==> config.mk <==
export PLATFORM = sky130hd
export DESIGN_NAME = fmr_framer
export DESIGN_NICKNAME = d
export VERILOG_FILES = /design/src/fmr_pkg.sv /design/src/fmr_framer.sv
export VERILOG_INCLUDE_DIRS = /design/src /design/src/src
export SDC_FILE = /design/constraint.sdc
export NUM_CORES = 1
export LEC_CHECK = 0
export BUFFER_PORTS_ARGS = -buffer_cell sky130_fd_sc_hd__buf_2
export CAP_MARGIN = 15
export CORE_MARGIN = 4
export CORE_UTILIZATION = 55
export CTS_BUF_LIST = sky130_fd_sc_hd__clkbuf_2
export DETAILED_ROUTE_END_ITERATION = 12
export HOLD_SLACK_MARGIN = 0.08
export PLACE_DENSITY_LB_ADDON = 0.12
export SETUP_SLACK_MARGIN = 0.15
export SYNTH_ARGS = -nofsm -noshare
export SYNTH_HDL_FRONTEND = slang
export SYNTH_SLANG_ARGS = --single-unit
==> constraint.sdc <==
create_clock -name REF_CLK -period 15.3 [get_ports REF_CLK]
set_input_delay 1.53 -clock REF_CLK [delete_from_list [all_inputs] [get_ports REF_CLK]]
set_output_delay 1.53 -clock REF_CLK [all_outputs]
set_load 0.02 [all_outputs]
==> src/fmr_defs.svh <==
// Byte codes, frame offsets and field values of the two fast meter responses.
// Included by the framer; holds definitions only.
`ifndef FMR_DEFS_SVH
`define FMR_DEFS_SVH

`define FMR_SYNC_BYTE      8'hA5
`define FMR_CFG_CODE       8'hC1
`define FMR_DAT_CODE       8'hD1
`define FMR_CFG_LEN        8'hDE
`define FMR_DAT_LEN        8'hEA

// Configuration block field values
`define FMR_STAT_FLAG_CNT  8'h01
`define FMR_NO_SCALE       8'h00
`define FMR_SCALE_CNT      8'h00
`define FMR_ANALOG_CNT     8'h13
`define FMR_SAMPLE_CNT     8'h02
`define FMR_BANK_CNT       8'h44
`define FMR_CALC_CNT       8'h01
`define FMR_ANALOG_OFS     16'h0004
`define FMR_TSTAMP_OFS     16'h009C
`define FMR_DIGITAL_OFS    16'h00A4
`define FMR_TYPE_FLOAT     8'h01
`define FMR_SCALE_TYPE     8'hFF
`define FMR_SCALE_OFS      16'h0000
`define FMR_LINE_ROT       8'h00
`define FMR_POWER_CALC     8'h00
`define FMR_NOT_USED       8'hFF
`define FMR_IDX_IA         8'h00
`define FMR_IDX_IB         8'h01
`define FMR_IDX_IC         8'h02
`define FMR_IDX_VA         8'h04
`define FMR_IDX_VB         8'h05
`define FMR_IDX_VC         8'h06
`define FMR_RESERVED       8'h00

// Byte positions within the configuration block
`define FMR_CFG_DESC_FIRST 8'h10
`define FMR_CFG_DESC_LAST  8'hCD
`define FMR_CFG_CALC_FIRST 8'hCE
`define FMR_CFG_SUM_IDX    8'hDD
`define FMR_DESC_LEN       8'h0A
`define FMR_NAME_LEN       8'h06

// Byte positions within the data block
`define FMR_DAT_SRC_FIRST  8'h03
`define FMR_DAT_RSV_IDX    8'hE8
`define FMR_DAT_SUM_IDX    8'hE9

`endif

==> src/fmr_pkg.sv <==
// Types shared by the fast meter response framer.
// No dependencies.
package fmr_pkg;

    typedef enum logic [2:0] {
        SEND_IDLE  = 3'b001,
        SEND_FETCH = 3'b010,
        SEND_LOAD  = 3'b100
    } fmr_send_e;

    typedef enum logic [1:0] {
        PARSE_SYNC = 2'b01,
        PARSE_CODE = 2'b10
    } fmr_parse_e;

endpackage

==> src/fmr_framer.sv <==
// Fast meter response framer: decodes two-byte binary requests and streams the
// configuration or data block, interleaving with a pass-through ASCII stream.
// Assumes a byte-wide receiver and transmitter on REF_CLK, and a payload source
// that answers SRC_ADDR with SRC_DATA within the same clock cycle as the read.
// Summary of operation
// RULE1 - Config reply starts A5C1, length DE
// RULE2 - Status flag count, no scale factors
// RULE3 - Thirteen hex channels, two samples each
// RULE4 - Forty-four hex banks, one calculation block
// RULE5 - Offsets 0004, 009C, 00A4 in order
// RULE6 - Descriptor: name, float type, FF, 0000
// RULE7 - Fixed nineteen-channel descriptor order
// RULE8 - Calculation block fields and channel indices
// RULE9 - Both blocks end with checksum byte
// RULE10 - Data reply starts A5D1, length EA
// RULE11 - 152 float bytes follow status byte
// RULE12 - Time stamp, banks, reserved, checksum
// RULE13 - Binary burst interrupts, ASCII then resumes
// RULE14 - Checksum is eight-bit sum
// RULE15 - Host sends code, awaits full reply
`include "fmr_defs.svh"
`timescale 1ns/10ps
`default_nettype none

module fmr_framer (
    input  wire logic       REF_CLK,
    input  wire logic       RESETN,
    input  wire logic [7:0] RX_DATA,
    input  wire logic       RX_VALID,
    input  wire logic [7:0] ASCII_DATA,
    input  wire logic       ASCII_VALID,
    output logic            ASCII_READY,
    output logic [7:0]      TX_DATA,
    output logic            TX_VALID,
    input  wire logic       TX_READY,
    output logic [7:0]      SRC_ADDR,
    output logic            SRC_RD,
    input  wire logic [7:0] SRC_DATA,
    output logic            BURST_ACTIVE
);

    // Six ASCII bytes of each channel name, zero padded
    function automatic logic [47:0] chan_name(input logic [4:0] ch);
        unique case (ch)
            5'h00:   chan_name = 48'h494100000000;
            5'h01:   chan_name = 48'h494200000000;
            5'h02:   chan_name = 48'h494300000000;
            5'h03:   chan_name = 48'h495000000000;
            5'h04:   chan_name = 48'h564100000000;
            5'h05:   chan_name = 48'h564200000000;
            5'h06:   chan_name = 48'h564300000000;
            5'h07:   chan_name = 48'h565300000000;
            5'h08:   chan_name = 48'h465245510000;
            5'h09:   chan_name = 48'h564241540000;
            5'h0A:   chan_name = 48'h494158000000;
            5'h0B:   chan_name = 48'h494258000000;
            5'h0C:   chan_name = 48'h494358000000;
            5'h0D:   chan_name = 48'h494159000000;
            5'h0E:   chan_name = 48'h494259000000;
            5'h0F:   chan_name = 48'h494359000000;
            5'h10:   chan_name = 48'h494154000000;
            5'h11:   chan_name = 48'h494254000000;
            5'h12:   chan_name = 48'h494354000000;
            default: chan_name = 48'h000000000000;
        endcase
    endfunction

    // Byte of the configuration block at a given position, checksum excluded
    function automatic logic [7:0] cfg_byte(input logic [7:0] idx);
        logic [7:0]  d;
        logic [4:0]  ch;
        logic [3:0]  k;
        logic [47:0] nm;
        d  = idx - `FMR_CFG_DESC_FIRST;
        ch = 5'(d / `FMR_DESC_LEN);
        k  = 4'(d % `FMR_DESC_LEN);
        nm = chan_name(ch);
        cfg_byte = `FMR_RESERVED;
        if (idx >= `FMR_CFG_DESC_FIRST && idx <= `FMR_CFG_DESC_LAST) begin
            if (k < 4'(`FMR_NAME_LEN)) begin
                cfg_byte = 8'(nm >> (6'(5 - k) * 6'h08));                // [RULE7]
            end else if (k == 4'h6) begin
                cfg_byte = `FMR_TYPE_FLOAT;                              // [RULE6]
            end else if (k == 4'h7) begin
                cfg_byte = `FMR_SCALE_TYPE;                              // [RULE6]
            end else if (k == 4'h8) begin
                cfg_byte = 8'(`FMR_SCALE_OFS >> 8);                      // [RULE6]
            end else begin
                cfg_byte = 8'(`FMR_SCALE_OFS);                           // [RULE6]
            end
        end else begin
            unique case (idx)
                8'h00: cfg_byte = `FMR_SYNC_BYTE;                        // [RULE1]
                8'h01: cfg_byte = `FMR_CFG_CODE;                         // [RULE1]
                8'h02: cfg_byte = `FMR_CFG_LEN;                          // [RULE1]
                8'h03: cfg_byte = `FMR_STAT_FLAG_CNT;                    // [RULE2]
                8'h04: cfg_byte = `FMR_NO_SCALE;                         // [RULE2]
                8'h05: cfg_byte = `FMR_SCALE_CNT;                        // [RULE2]
                8'h06: cfg_byte = `FMR_ANALOG_CNT;                       // [RULE3]
                8'h07: cfg_byte = `FMR_SAMPLE_CNT;                       // [RULE3]
                8'h08: cfg_byte = `FMR_BANK_CNT;                         // [RULE4]
                8'h09: cfg_byte = `FMR_CALC_CNT;                         // [RULE4]
                8'h0A: cfg_byte = 8'(`FMR_ANALOG_OFS >> 8);              // [RULE5]
                8'h0B: cfg_byte = 8'(`FMR_ANALOG_OFS);                   // [RULE5]
                8'h0C: cfg_byte = 8'(`FMR_TSTAMP_OFS >> 8);              // [RULE5]
                8'h0D: cfg_byte = 8'(`FMR_TSTAMP_OFS);                   // [RULE5]
                8'h0E: cfg_byte = 8'(`FMR_DIGITAL_OFS >> 8);             // [RULE5]
                8'h0F: cfg_byte = 8'(`FMR_DIGITAL_OFS);                  // [RULE5]
                8'hCE: cfg_byte = `FMR_LINE_ROT;                         // [RULE8]
                8'hCF: cfg_byte = `FMR_POWER_CALC;                       // [RULE8]
                // Deskew angle, source resistance and reactance: none
                8'hD0, 8'hD1: cfg_byte = `FMR_NOT_USED;                  // [RULE8]
                8'hD2, 8'hD3: cfg_byte = `FMR_NOT_USED;                  // [RULE8]
                8'hD4, 8'hD5: cfg_byte = `FMR_NOT_USED;                  // [RULE8]
                8'hD6: cfg_byte = `FMR_IDX_IA;                           // [RULE8]
                8'hD7: cfg_byte = `FMR_IDX_IB;                           // [RULE8]
                8'hD8: cfg_byte = `FMR_IDX_IC;                           // [RULE8]
                8'hD9: cfg_byte = `FMR_IDX_VA;                           // [RULE8]
                8'hDA: cfg_byte = `FMR_IDX_VB;                           // [RULE8]
                8'hDB: cfg_byte = `FMR_IDX_VC;                           // [RULE8]
                default: cfg_byte = `FMR_RESERVED;                       // [RULE8]
            endcase
        end
    endfunction

    // Request, sequencer and transmit state
    fmr_pkg::fmr_send_e  send_r;
    fmr_pkg::fmr_parse_e parse_r;
    logic       pend_cfg_r;
    logic       pend_dat_r;
    logic       blk_dat_r;
    logic [7:0] idx_r;
    logic [7:0] csum_r;
    logic [7:0] src_q_r;
    logic [7:0] tx_data_r;
    logic       tx_valid_r;
    logic       asc_ready_r;
    logic [7:0] src_addr_r;
    logic       src_rd_r;
    logic       burst_r;
    logic       tx_free;
    logic       seen_cfg;
    logic       seen_dat;
    logic       start;
    logic       load_bin;
    logic       load_asc;
    logic       last_byte;
    logic [7:0] bin_byte;

    // Request codes are decoded straight off the receiver
    assign tx_free   = !tx_valid_r || TX_READY;
    assign seen_cfg  = RX_VALID && parse_r == fmr_pkg::PARSE_CODE
                       && RX_DATA == `FMR_CFG_CODE;
    assign seen_dat  = RX_VALID && parse_r == fmr_pkg::PARSE_CODE
                       && RX_DATA == `FMR_DAT_CODE;
    // A burst never starts in a cycle where an ASCII byte may be taken
    assign start     = send_r == fmr_pkg::SEND_IDLE && !asc_ready_r
                       && (pend_cfg_r || pend_dat_r);
    assign load_bin  = send_r == fmr_pkg::SEND_LOAD && tx_free;
    assign load_asc  = asc_ready_r && ASCII_VALID;
    assign last_byte = blk_dat_r ? idx_r == `FMR_DAT_SUM_IDX
                                 : idx_r == `FMR_CFG_SUM_IDX;

    // Framing bytes are made here, data block payload comes from the source
    always_comb begin
        if (last_byte) begin
            bin_byte = csum_r;                                           // [RULE9]
        end else if (!blk_dat_r) begin
            bin_byte = cfg_byte(idx_r);
        end else if (idx_r == 8'h00) begin
            bin_byte = `FMR_SYNC_BYTE;                                   // [RULE10]
        end else if (idx_r == 8'h01) begin
            bin_byte = `FMR_DAT_CODE;                                    // [RULE10]
        end else if (idx_r == 8'h02) begin
            bin_byte = `FMR_DAT_LEN;                                     // [RULE10]
        end else if (idx_r == `FMR_DAT_RSV_IDX) begin
            bin_byte = `FMR_RESERVED;                                    // [RULE12]
        end else begin
            bin_byte = src_q_r;                                          // [RULE11] [RULE12]
        end
    end

    // Two-byte request decoder, most significant byte first
    always_ff @(posedge REF_CLK or negedge RESETN) begin
        if (!RESETN) begin
            parse_r <= fmr_pkg::PARSE_SYNC;
        end else if (RX_VALID) begin
            if (RX_DATA == `FMR_SYNC_BYTE) begin
                parse_r <= fmr_pkg::PARSE_CODE;                          // [RULE15]
            end else begin
                parse_r <= fmr_pkg::PARSE_SYNC;
            end
        end
    end

    // Pending requests; a new request in the start cycle wins over the clear
    always_ff @(posedge REF_CLK or negedge RESETN) begin
        if (!RESETN) begin
            pend_cfg_r <= 1'b0;
            pend_dat_r <= 1'b0;
        end else begin
            pend_cfg_r <= seen_cfg || (pend_cfg_r && !start);
            pend_dat_r <= seen_dat || (pend_dat_r && !start);
        end
    end

    // Burst sequencer: fetch a payload byte, then load it into the transmitter
    always_ff @(posedge REF_CLK or negedge RESETN) begin
        if (!RESETN) begin
            send_r     <= fmr_pkg::SEND_IDLE;
            blk_dat_r  <= 1'b0;
            idx_r      <= 8'h00;
            csum_r     <= 8'h00;
            src_addr_r <= 8'h00;
            src_rd_r   <= 1'b0;
            src_q_r    <= 8'h00;
        end else begin
            src_rd_r <= 1'b0;
            unique case (send_r)
                fmr_pkg::SEND_IDLE: begin
                    if (start) begin
                        blk_dat_r  <= pend_dat_r && !pend_cfg_r;
                        idx_r      <= 8'h00;
                        csum_r     <= 8'h00;
                        src_addr_r <= 8'h00;
                        src_rd_r   <= 1'b1;
                        send_r     <= fmr_pkg::SEND_FETCH;
                    end
                end
                // Source answers within the read cycle
                fmr_pkg::SEND_FETCH: begin
                    src_q_r <= SRC_DATA;
                    send_r  <= fmr_pkg::SEND_LOAD;
                end
                fmr_pkg::SEND_LOAD: begin
                    if (tx_free) begin
                        csum_r <= csum_r + bin_byte;                     // [RULE14]
                        if (last_byte) begin
                            send_r <= fmr_pkg::SEND_IDLE;                // [RULE13]
                        end else begin
                            idx_r      <= idx_r + 8'h01;
                            src_addr_r <= idx_r + 8'h01;
                            src_rd_r   <= 1'b1;
                            send_r     <= fmr_pkg::SEND_FETCH;
                        end
                    end
                end
                // A corrupted state code falls back to idle
                default: begin
                    send_r <= fmr_pkg::SEND_IDLE;
                end
            endcase
        end
    end

    // Burst flag kept in its own flop so the output carries no decode glitch
    always_ff @(posedge REF_CLK or negedge RESETN) begin
        if (!RESETN) begin
            burst_r <= 1'b0;
        end else if (start) begin
            burst_r <= 1'b1;
        end else if (load_bin && last_byte) begin
            burst_r <= 1'b0;                                             // [RULE13]
        end
    end

    // ASCII bytes are offered only between bursts while the transmitter is empty
    always_ff @(posedge REF_CLK or negedge RESETN) begin
        if (!RESETN) begin
            asc_ready_r <= 1'b0;
        end else if (asc_ready_r) begin
            asc_ready_r <= !ASCII_VALID && !pend_cfg_r && !pend_dat_r;   // [RULE13]
        end else begin
            asc_ready_r <= send_r == fmr_pkg::SEND_IDLE && !start && !tx_valid_r
                           && !pend_cfg_r && !pend_dat_r;
        end
    end

    // Transmit holding register shared by both streams
    // Both loads cannot meet: ASCII is offered only while the sequencer idles
    always_ff @(posedge REF_CLK or negedge RESETN) begin
        if (!RESETN) begin
            tx_data_r  <= 8'h00;
            tx_valid_r <= 1'b0;
        end else if (load_bin) begin
            tx_data_r  <= bin_byte;
            tx_valid_r <= 1'b1;
        end else if (load_asc) begin
            tx_data_r  <= ASCII_DATA;
            tx_valid_r <= 1'b1;
        end else if (TX_READY) begin
            tx_valid_r <= 1'b0;
        end
    end

    assign ASCII_READY  = asc_ready_r;
    assign TX_DATA      = tx_data_r;
    assign TX_VALID     = tx_valid_r;
    assign SRC_ADDR     = src_addr_r;
    assign SRC_RD       = src_rd_r;
    assign BURST_ACTIVE = burst_r;

endmodule

`default_nettype wire

==> results of run 1 <==
## final timing paths
path,startpoint,end,cells past startpoint
max,SRC_ADDR[4],csum_r[7],30
min,pend_cfg_r,blk_dat_r,1
max reg2reg,SRC_ADDR[4],csum_r[7],30
min reg2reg,pend_cfg_r,blk_dat_r,1
max in group asynchronous,RESETN,SRC_ADDR[0],1
min in group asynchronous,RESETN,src_q_r[7],1
## final cells by class
| type | instances | area, um^2 |
|---|---|---|
| fillers | 742 | 3330 |
| multi-input cells | 489 | 3270 |
| flip-flops and latches | 44 | 1100 |
| repair buffers | 52 | 270 |
| well taps | 105 | 131 |
| inverters | 18 | 67.6 |
| clock buffers | 7 | 35.0 |
| clock inverters | 1 | 8.76 |
## cell usage in the layout, fill, tap and decap left out, types with 6 or more instances in the layout
| master | instances |
|---|---|
| a31oi_1 | 13 |
| a211oi_1 | 10 |
| dfrtp_1 | 42 |
| xnor2_1 | 11 |
| o21bai_1 | 6 |
| inv_1 | 16 |
| nand2b_1 | 8 |
| buf_2 | 48 |
| clkbuf_2 | 7 |
| a21oi_1 | 45 |
| and3_1 | 17 |
| nand3_1 | 33 |
| xor2_1 | 7 |
| mux2_2 | 9 |
| nand4_1 | 12 |
| nor2_1 | 56 |
| nor3_1 | 11 |
| o21ai_0 | 32 |
| ha_1 | 24 |
| o21a_1 | 6 |
| nor2b_1 | 6 |
| a21o_1 | 14 |
| nand2_1 | 49 |
## per-stage QoR
| step | hold slack (ps) | cells |
|---|---|---|
| after global placement | 478 | 708 |
| after CTS | 505 | 716 |
| after detailed placement | 479 | 708 |
| after floorplan | 457 | 590 |
| final | 507 | 716 |
| after global routing | 556 | 716 |
## kinds of logic after synthesis
kind of cell	count (synthesis)	share of synthesized area, %
flip-flops	44	23.9
AO/OA/AOI/OAI	209	32.6
buffers and inverters	57	5.41
multiplexers	13	3.06
XOR/XNOR	18	3.41
AND/OR/NAND/NOR	224	24.8
adder cells (fa/ha/maj)	25	6.92
## registers in the layout, indices dropped and copies added (netlist names)
signal,flops
SRC_ADDR,8
TX_DATA,8
csum_r,8
src_q_r,8
send_r,3
parse_r,2
ASCII_READY,1
BURST_ACTIVE,1
SRC_RD,1
TX_VALID,1
blk_dat_r,1
pend_cfg_r,1
pend_dat_r,1
## power groups by stage
stage | logic, mW | registers [mW] | clock network, mW
floorplan | 0.0965 | 0.167 | 0
global placement | 0.146 | 0.158 | 0
detailed placement | 0.147 | 0.158 | 0
CTS | 0.148 | 0.156 | 0.0542
global route | 0.166 | 0.160 | 0.0586
finish | 0.148 | 0.157 | 0.0524
## per-layer routing
layer | GRT usage, % | share of wire, % | vias to the layer above
met3 | 2.95 | 6.8 | 52
li1 | - | - | 2269
met2 | 44.2 | 46 | 243
met4 | 9.87 | 3.7 | 0
met5 | 0 | 0 | -
met1 | 35.4 | 43 | 2243
## critical path, delay by kind of cell (launching register included)
family / cells / cell delay [ps]
compound gates: 13 / 2880
simple gates: 11 / 2250
xor+xnor: 1 / 800
buf+inv: 2 / 610
fa+ha+maj: 3 / 980
flops: 1 / 870
==> flow_metrics.py, run 1 <==
metrics = {
    "status": {
        "status": "complete, no violations",
    },
    "critical_path": {
        "cp.arrival_ps": 8810,
        "cp_max_fo": 21,
        "critPathLaunchType": "flip-flop",
        "worst_setup_path_end_kind": "flip-flop",
        "slowest_delay_ps": 870,
        "cp_slowest_cell": "dfrtp_1",
        "worstSetupPathType": "reg -> reg",
        "worstPathRequired_ps": 15620,
        "r2r_setup_slack_ps": 6810,
    },
    "power": {
        "peakVddDrop_v": 0.0000801,
        "total_power_mw": 0.357,
        "p_int_mw": 0.210,
        "switchingPower_mw": 0.148,
        "leakagePower_nw": 2.16,
        "power.density_nw_per_um2": 73.1,
        "clockPowerShare_pct": 14.7,
        "combinationalPowerShare_pct": 41.5,
        "switching_share_pct": 41.3,
        "seqPwrFrac_pct": 43.8,
    },
    "clock_tree": {
        "clockBufferDepth": 2,
        "numCtsBuffers": 5,
        "htreeDepth": 2,
        "tritoncts": "yes",
        "ctsHoldBuffers": 0,
        "cts_sinks": 44,
        "post_cts_resized": 0,
        "root_buffer": "clkbuf_2",
        "insertion_delay_ps": 430,
        "postCtsSetupRepairBufs": 0,
        "clk_pin_slew_ps": 250,
    },
    "final_layout": {
        "nets": 664,
        "drive_gt1_share_pct": 15.7,
        "syn_to_final_growth_pct": 5.68,
        "final_core_util_pct": 59.5,
        "final_cell_area_um2": 4890,
        "n_antenna_cell": 0,
    },
    "floorplanning": {
        "die_area_um2": 9940,
        "std_cell_rows": 33,
        "coreArea_um2": 8220,
        "die_w_um": 99.7,
        "initial_utilization_pct": 56.3,
        "io-pin-count": 49,
        "fp.dieH_um": 99.7,
    },
    "route": {
        "drt_iter0_drc": 452,
        "wl_per_cell_um": 18.3,
        "vias": 4807,
        "drc_errors": 0,
        "avgViaCountPerCell": 6.71,
        "dr.pass1.iters": 7,
        "antenna_left": 0,
        "wirelength_mm": 13.1,
    },
    "placement": {
        "port_buffers": 48,
        "preCtsSetupSlack_ps": 6990,
        "hpwl_mm": 9.87,
        "dpl-instance-area_um2": 4850,
        "place.gp.congestion": 0.987,
    },
    "logic_synthesis": {
        "synth_top_flop_cell": "dfrtp_1",
        "ys_async_sr_fraction_pct": 100,
        "synth_seq_cells": 44,
        "synth.most_common_cell": "nor2_1",
        "yosysTopAreaCellShare_pct": 22.7,
        "syn_nets": 644,
        "yosysWarnings": 0,
        "synthTopCellsByCount": "56 x nor2_1, 49 x nand2_1, 45 x a21oi_1, 42 x dfrtp_1, 33 x nand3_1",
        "synth_cell_types": 89,
        "syn_area_um2": 4630,
        "synth_edf_count": 0,
        "yosysSeqAreaShare_pct": 23.9,
        "syn_area_per_cell_um2": 7.84,
        "synthTopCellsByArea": "dfrtp_1 23%, ha_1 6.5%, a21oi_1 4.9%",
        "syn_inst": 590,
        "synth_top_cell_by_area": "dfrtp_1",
    },
    "timing": {
        "fin_crit_ps": 8490,
        "maxSlewViolCount": 0,
        "hold_violations": 0,
        "skew_ps": 25.4,
        "postLayoutSetupSlackWorst_ps": 6810,
        "rsz0062_at_grt": "no",
        "setup_viol": 0,
        "fmax_ghz": 0.118,
        "worstMarginPinSlew_ps": 990,
        "period_share_pct": 55.5,
        "final.setup.tns_ps": 0,
        "timing.slew.headroom_pct": 33.5,
    },
    "min_path": {
        "hold_class": "reg -> reg",
    },
    "global_route": {
        "grt_usage_pct": 26.5,
        "antenna_found_initial": 0,
        "first_global_vias": 4546,
        "grt_max_degree": 45,
        "grt_pass1_wl_mm": 21.9,
        "overflow": 0,
    },
    "flow_run": {
        "maxCapViolCount": 0,
    },
}
(Power assumes the default switching activity.)
==> inputs of run 2 (changes only) <==
- clock period: 15.3 -> 7.55 ns (I/O delays scaled with it)
==> run 2 against run 1 <==
Net effect:
- non-clock buffer count grew 12
- sequential power grew 96%
- combinational power grew 120%
- critical path type unchanged
- critical endpoint unchanged
- largest power group is now combinational logic
- highest routed layer unchanged
==> flow_metrics.py, run 2 (synthesis gave the netlist of run 1 again) <==
metrics = {
    "status": {
        "status": "complete, no violations",
    },
    "final_layout": {
        "nets": 676,
        "fillCellCount": 776,
        "layout_commonest_cell": "nor2_1",
        "drive_gt1_share_pct": 20.7,
        "n_antenna_cell": 0,
        "multi_input_area_um2": 3360,
        "regArea_um2": 1100,
        "layout_common_cells": "55 x nor2_1, 49 x nand2_1, 48 x buf_2",
        "syn_to_final_growth_pct": 9.63,
    },
    "clock_tree": {
        "root_buffer": "clkbuf_2",
        "insertion_delay_ps": 420,
        "tritoncts": "yes",
        "clk_pin_slew_ps": 260,
        "clockBufferDepth": 2,
        "ctsHoldBuffers": 0,
        "htreeDepth": 2,
        "cts_sinks": 44,
        "numCtsBuffers": 5,
    },
    "global_route": {
        "antenna_found_initial": 0,
        "grt_max_degree": 45,
        "grt_pass1_wl_mm": 22.4,
        "overflow": 0,
        "grt_usage_pct": 27.0,
        "first_global_vias": 4653,
    },
    "critical_path": {
        "worst_setup_path_end_kind": "flip-flop",
        "path_buf_inv": 2,
        "cp_slowest_cell": "dfrtp_2",
        "slowest_delay_ps": 590,
        "r2r_setup_slack_ps": 510,
        "worstSetupPathType": "reg -> reg",
        "critPathLaunchType": "flip-flop",
        "worst_r2r_endpoint": "csum_r[7]",
        "worstPathRequired_ps": 7890,
        "worst_path_most_repeated_cell": "a21o_1",
        "r2r_start": "SRC_ADDR[5]",
        "reg2regPathDepth": 30,
        "cp.arrival_ps": 7380,
        "cp_max_fo": 14,
        "crit_family": "compound AO/OA/AOI/OAI gates",
    },
    "timing": {
        "hold_violations": 0,
        "final.setup.tns_ps": 0,
        "fmax_ghz": 0.142,
        "setup_viol": 0,
        "finalHoldWorstSlack_ps": 432,
        "rsz0062_at_grt": "no",
        "fin_crit_ps": 7040,
        "skew_ps": 17.7,
        "maxSlewViolCount": 0,
        "period_share_pct": 93.2,
        "timing.slew.headroom_pct": 35.2,
        "worstMarginPinSlew_ps": 972,
    },
    "floorplanning": {
        "fp.dieH_um": 99.7,
        "io-pin-count": 49,
        "coreArea_um2": 8220,
        "initial_utilization_pct": 56.3,
        "std_cell_rows": 33,
        "die_w_um": 99.7,
        "die_area_um2": 9940,
    },
    "route": {
        "drc_errors": 0,
        "avgViaCountPerCell": 6.69,
        "wirelength_mm": 13.5,
        "antenna_left": 0,
        "drt_iter0_drc": 438,
        "dr.pass1.iters": 5,
        "vias": 4873,
        "wl_per_cell_um": 18.5,
    },
    "placement": {
        "place.gp.congestion": 0.954,
        "hpwl_mm": 10.0,
        "port_buffers": 48,
    },
    "min_path": {
        "hold_class": "in -> async",
    },
    "flow_run": {
        "maxCapViolCount": 0,
    },
    "power": {
        "leakagePower_nw": 2.22,
        "peakVddDrop_v": 0.000177,
        "power.density_nw_per_um2": 145,
    },
}
-- run 2: changes by cell type in the layout (fill, tap and decap cells not counted), sizes merged --
cell      change
clkinvlp      +2
clkinv        -1
inv           +1
buf          +12
clkbuf        -2
-- run 2: what timing repair did --
action	CTS	global route
buffers inserted	0	2
endpoints found under the setup margin	0	1
gates resized for setup	0	26
-- run 2: layer usage --
metal	vias to the layer above	share of wire, %	track usage, %
met5	-	0	0
met4	0	2.6	7.88
met3	31	6.0	2.59
met2	222	49	45.9
met1	2331	43	36.3
li1	2289	-	-
-- run 2: worst register-to-register path, delay by kind of cell, from the launching register on --
kind,cells,cell delay (ps)
flip-flops,1,590
adder cells (fa/ha/maj),3,1070
buffers and inverters,2,240
AO/OA/AOI/OAI,14,3090
AND/OR/NAND/NOR,11,2000
-- run 2: metrics by stage --
| step | utilization, % | std cells | power [mW] | cell area [um^2] | setup slack [ps] |
|---|---|---|---|---|---|
| CTS | 60.5 | 726 | 0.733 | 4970 | 380 |
| global placement | 59.9 | 718 | 0.619 | 4920 | 516 |
| finish | 61.7 | 728 | 0.735 | 5070 | 514 |
| detailed placement | 59.9 | 718 | 0.624 | 4920 | 412 |
| global route | 61.7 | 728 | 0.785 | 5070 | 55.3 |
| floorplan | - | 590 | 0.533 | 4630 | 693 |
-- run 2: report_power, final --
group | switching (mW) | internal [mW] | total (mW)
clock network | 0.0843 | 0.0235 | 0.108
registers | 0.0323 | 0.276 | 0.308
logic | 0.191 | 0.128 | 0.319
-- run 2: worst max path at each step --
| stage | start | to | slack (ps) | depth (start not counted) |
|---|---|---|---|---|
| detailed placement | SRC_ADDR[5] | csum_r[7] | 410 | 31 |
| floorplan | SRC_ADDR[1] | csum_r[7] | 690 | 35 |
| CTS | SRC_ADDR[5] | csum_r[7] | 380 | 31 |
| global route | SRC_ADDR[4] | csum_r[7] | 60 | 31 |
| finish | SRC_ADDR[5] | csum_r[7] | 510 | 30 |
| global placement | SRC_ADDR[0] | csum_r[7] | 520 | 30 |
-- run 2: final cells by class --
cell class | instances | share of cell area [%]
inverter | 18 | 1.41
clock buffer | 5 | 0.493
sequential | 44 | 21.8
timing repair buffer | 64 | 7.10
multi-input combinational | 489 | 66.2
tap | 105 | 2.59
clock inverter | 3 | 0.419
==> inputs of run 3 (changes only) <==
- CELL_PAD_IN_SITES_DETAIL_PLACEMENT: default -> 1
- CELL_PAD_IN_SITES_GLOBAL_PLACEMENT: default -> 2
- CORE_ASPECT_RATIO: default -> 0.6
- CORE_MARGIN: 4 -> 2
- CORE_UTILIZATION: 55 -> 33
==> run 3 against run 2 <==
Net effect:
- clock power grew 44%
- fmax grew 0.17%
- register-to-register slack is essentially flat
- flip-flop and latch count is the same
- utilization shrank 23 points
- die area grew 51%
- combinational power grew 4%
- wire length grew 27%
- clock-buffer cell count is the same
- total power grew 8.3%
- critical path type unchanged
- critical endpoint unchanged
==> flow_metrics.py, run 3 (synthesis gave the netlist of run 1 again) <==
metrics = {
    "status": {
        "status": "complete, no violations",
    },
    "global_route": {
        "grt_usage_pct": 22.8,
        "overflow": 0,
        "antenna_found_initial": 0,
        "first_global_vias": 4498,
        "grt_max_degree": 45,
        "grt_pass1_wl_mm": 26.4,
    },
    "placement": {
        "hpwl_mm": 13.0,
        "place.gp.congestion": 0.893,
        "port_buffers": 48,
    },
    "floorplanning": {
        "die_area_um2": 15000,
        "initial_utilization_pct": 33.9,
        "die_w_um": 157,
        "io-pin-count": 49,
        "coreArea_um2": 13700,
        "fp.dieH_um": 95.7,
        "std_cell_rows": 33,
    },
    "clock_tree": {
        "tritoncts": "yes",
        "numCtsBuffers": 5,
        "cts_sinks": 44,
        "root_buffer": "clkbuf_2",
        "clk_pin_slew_ps": 280,
        "insertion_delay_ps": 490,
        "htreeDepth": 2,
        "clockBufferDepth": 2,
    },
    "timing": {
        "fmax_ghz": 0.142,
        "final.setup.tns_ps": 0,
        "finalHoldWorstSlack_ps": 387,
        "maxSlewViolCount": 0,
        "setup_viol": 0,
        "worstMarginPinSlew_ps": 1060,
        "period_share_pct": 93.0,
        "fin_crit_ps": 7020,
        "rsz0062_at_grt": "no",
        "skew_ps": 25.6,
        "hold_violations": 0,
        "timing.slew.headroom_pct": 29.2,
    },
    "critical_path": {
        "cp_max_fo": 6,
        "worst_setup_path_end_kind": "flip-flop",
        "cp_slowest_cell": "or4_1",
        "worstSetupPathType": "reg -> reg",
        "cp.arrival_ps": 7440,
        "slowest_delay_ps": 540,
        "worstPathRequired_ps": 7960,
        "critPathLaunchType": "flip-flop",
    },
    "final_layout": {
        "nets": 686,
        "layout_commonest_cell": "nor2_1",
        "syn_to_final_growth_pct": 14.3,
        "fillCellCount": 1680,
        "layout_common_cells": "56 x nor2_1, 49 x nand2_1, 48 x buf_2",
        "drive_gt1_share_pct": 22.1,
    },
    "route": {
        "wl_per_cell_um": 20.7,
        "dr.pass1.iters": 5,
        "drt_iter0_drc": 349,
        "wirelength_mm": 17.1,
        "avgViaCountPerCell": 5.85,
        "drc_errors": 0,
        "antenna_left": 0,
        "vias": 4831,
    },
    "power": {
        "leakagePower_nw": 2.27,
        "power.density_nw_per_um2": 151,
        "peakVddDrop_v": 0.0000708,
    },
    "min_path": {
        "hold_class": "in -> async",
    },
    "flow_run": {
        "maxCapViolCount": 0,
    },
}
run 3: critical path, delay by kind of cell (launching register included):
| kind | cells | cell delay, ps |
|---|---|---|
| compound gates | 14 | 2810 |
| buf+inv | 2 | 270 |
| flops | 1 | 440 |
| simple gates | 11 | 2480 |
| fa+ha+maj | 3 | 930 |
run 3: final cells by class:
type / count / area [um^2] / share of cell area (%)
Sequential cell: 44 / 1100 / 20.9
Clock buffer: 5 / 25.0 / 0.473
Tap cell: 192 / 240 / 4.54
Timing Repair Buffer: 74 / 435 / 8.24
Antenna cell: 1 / 2.50 / 0.0473
Multi-Input combinational cell: 489 / 3360 / 63.6
Clock inverter: 3 / 46.3 / 0.876
Inverter: 18 / 71.3 / 1.35
run 3: what timing repair did:
item	in CTS	in global routing
endpoints found under the setup margin	0	2
resized for setup	0	24
hold buffers	0	0
buffers inserted	0	8
run 3: metrics by stage:
stage	cells	power, mW	setup WS (ps)	utilization (%)	area, um^2
6_report	826	0.796	526	38.7	5290
5_1_grt	825	0.853	129	38.7	5280
4_1_cts	817	0.800	220	37.5	5130
3_5_place_dp	809	0.641	319	37.0	5060
3_3_place_gp	809	0.636	437	37.0	5060
2_1_floorplan	590	0.533	693	-	4630
run 3: path summary, 6_finish.rpt:
| path | startpoint | endpoint | slack (ps) | cells after the start |
|---|---|---|---|---|
| max reg2reg | SRC_ADDR[1] | csum_r[7] | 530 | 30 |
| min | RESETN | TX_DATA[6] | 390 | 1 |
| max | SRC_ADDR[1] | csum_r[7] | 530 | 30 |
| max in group asynchronous | RESETN | SRC_ADDR[5] | 6440 | 1 |
| min reg2reg | pend_cfg_r | blk_dat_r | 520 | 1 |
| min in group REF_CLK | RX_DATA[4] | pend_cfg_r | 440 | 2 |
run 3: power breakdown:
group	switching, mW	internal [mW]	leakage [nW]	total, mW
clock	0.0977	0.0569	0.0396	0.155
combinational	0.205	0.128	1.69	0.333
sequential	0.0330	0.276	0.545	0.309
run 3: metal layers:
layer	vias up	share of wire [%]	GRT usage, %	wire length (um)
li1	2303	-	-	-
met1	2373	56	38.7	9530
met2	144	38	29.2	6500
met3	11	5.8	3.83	999
met4	0	0.60	2.91	103
met5	-	0	0	0
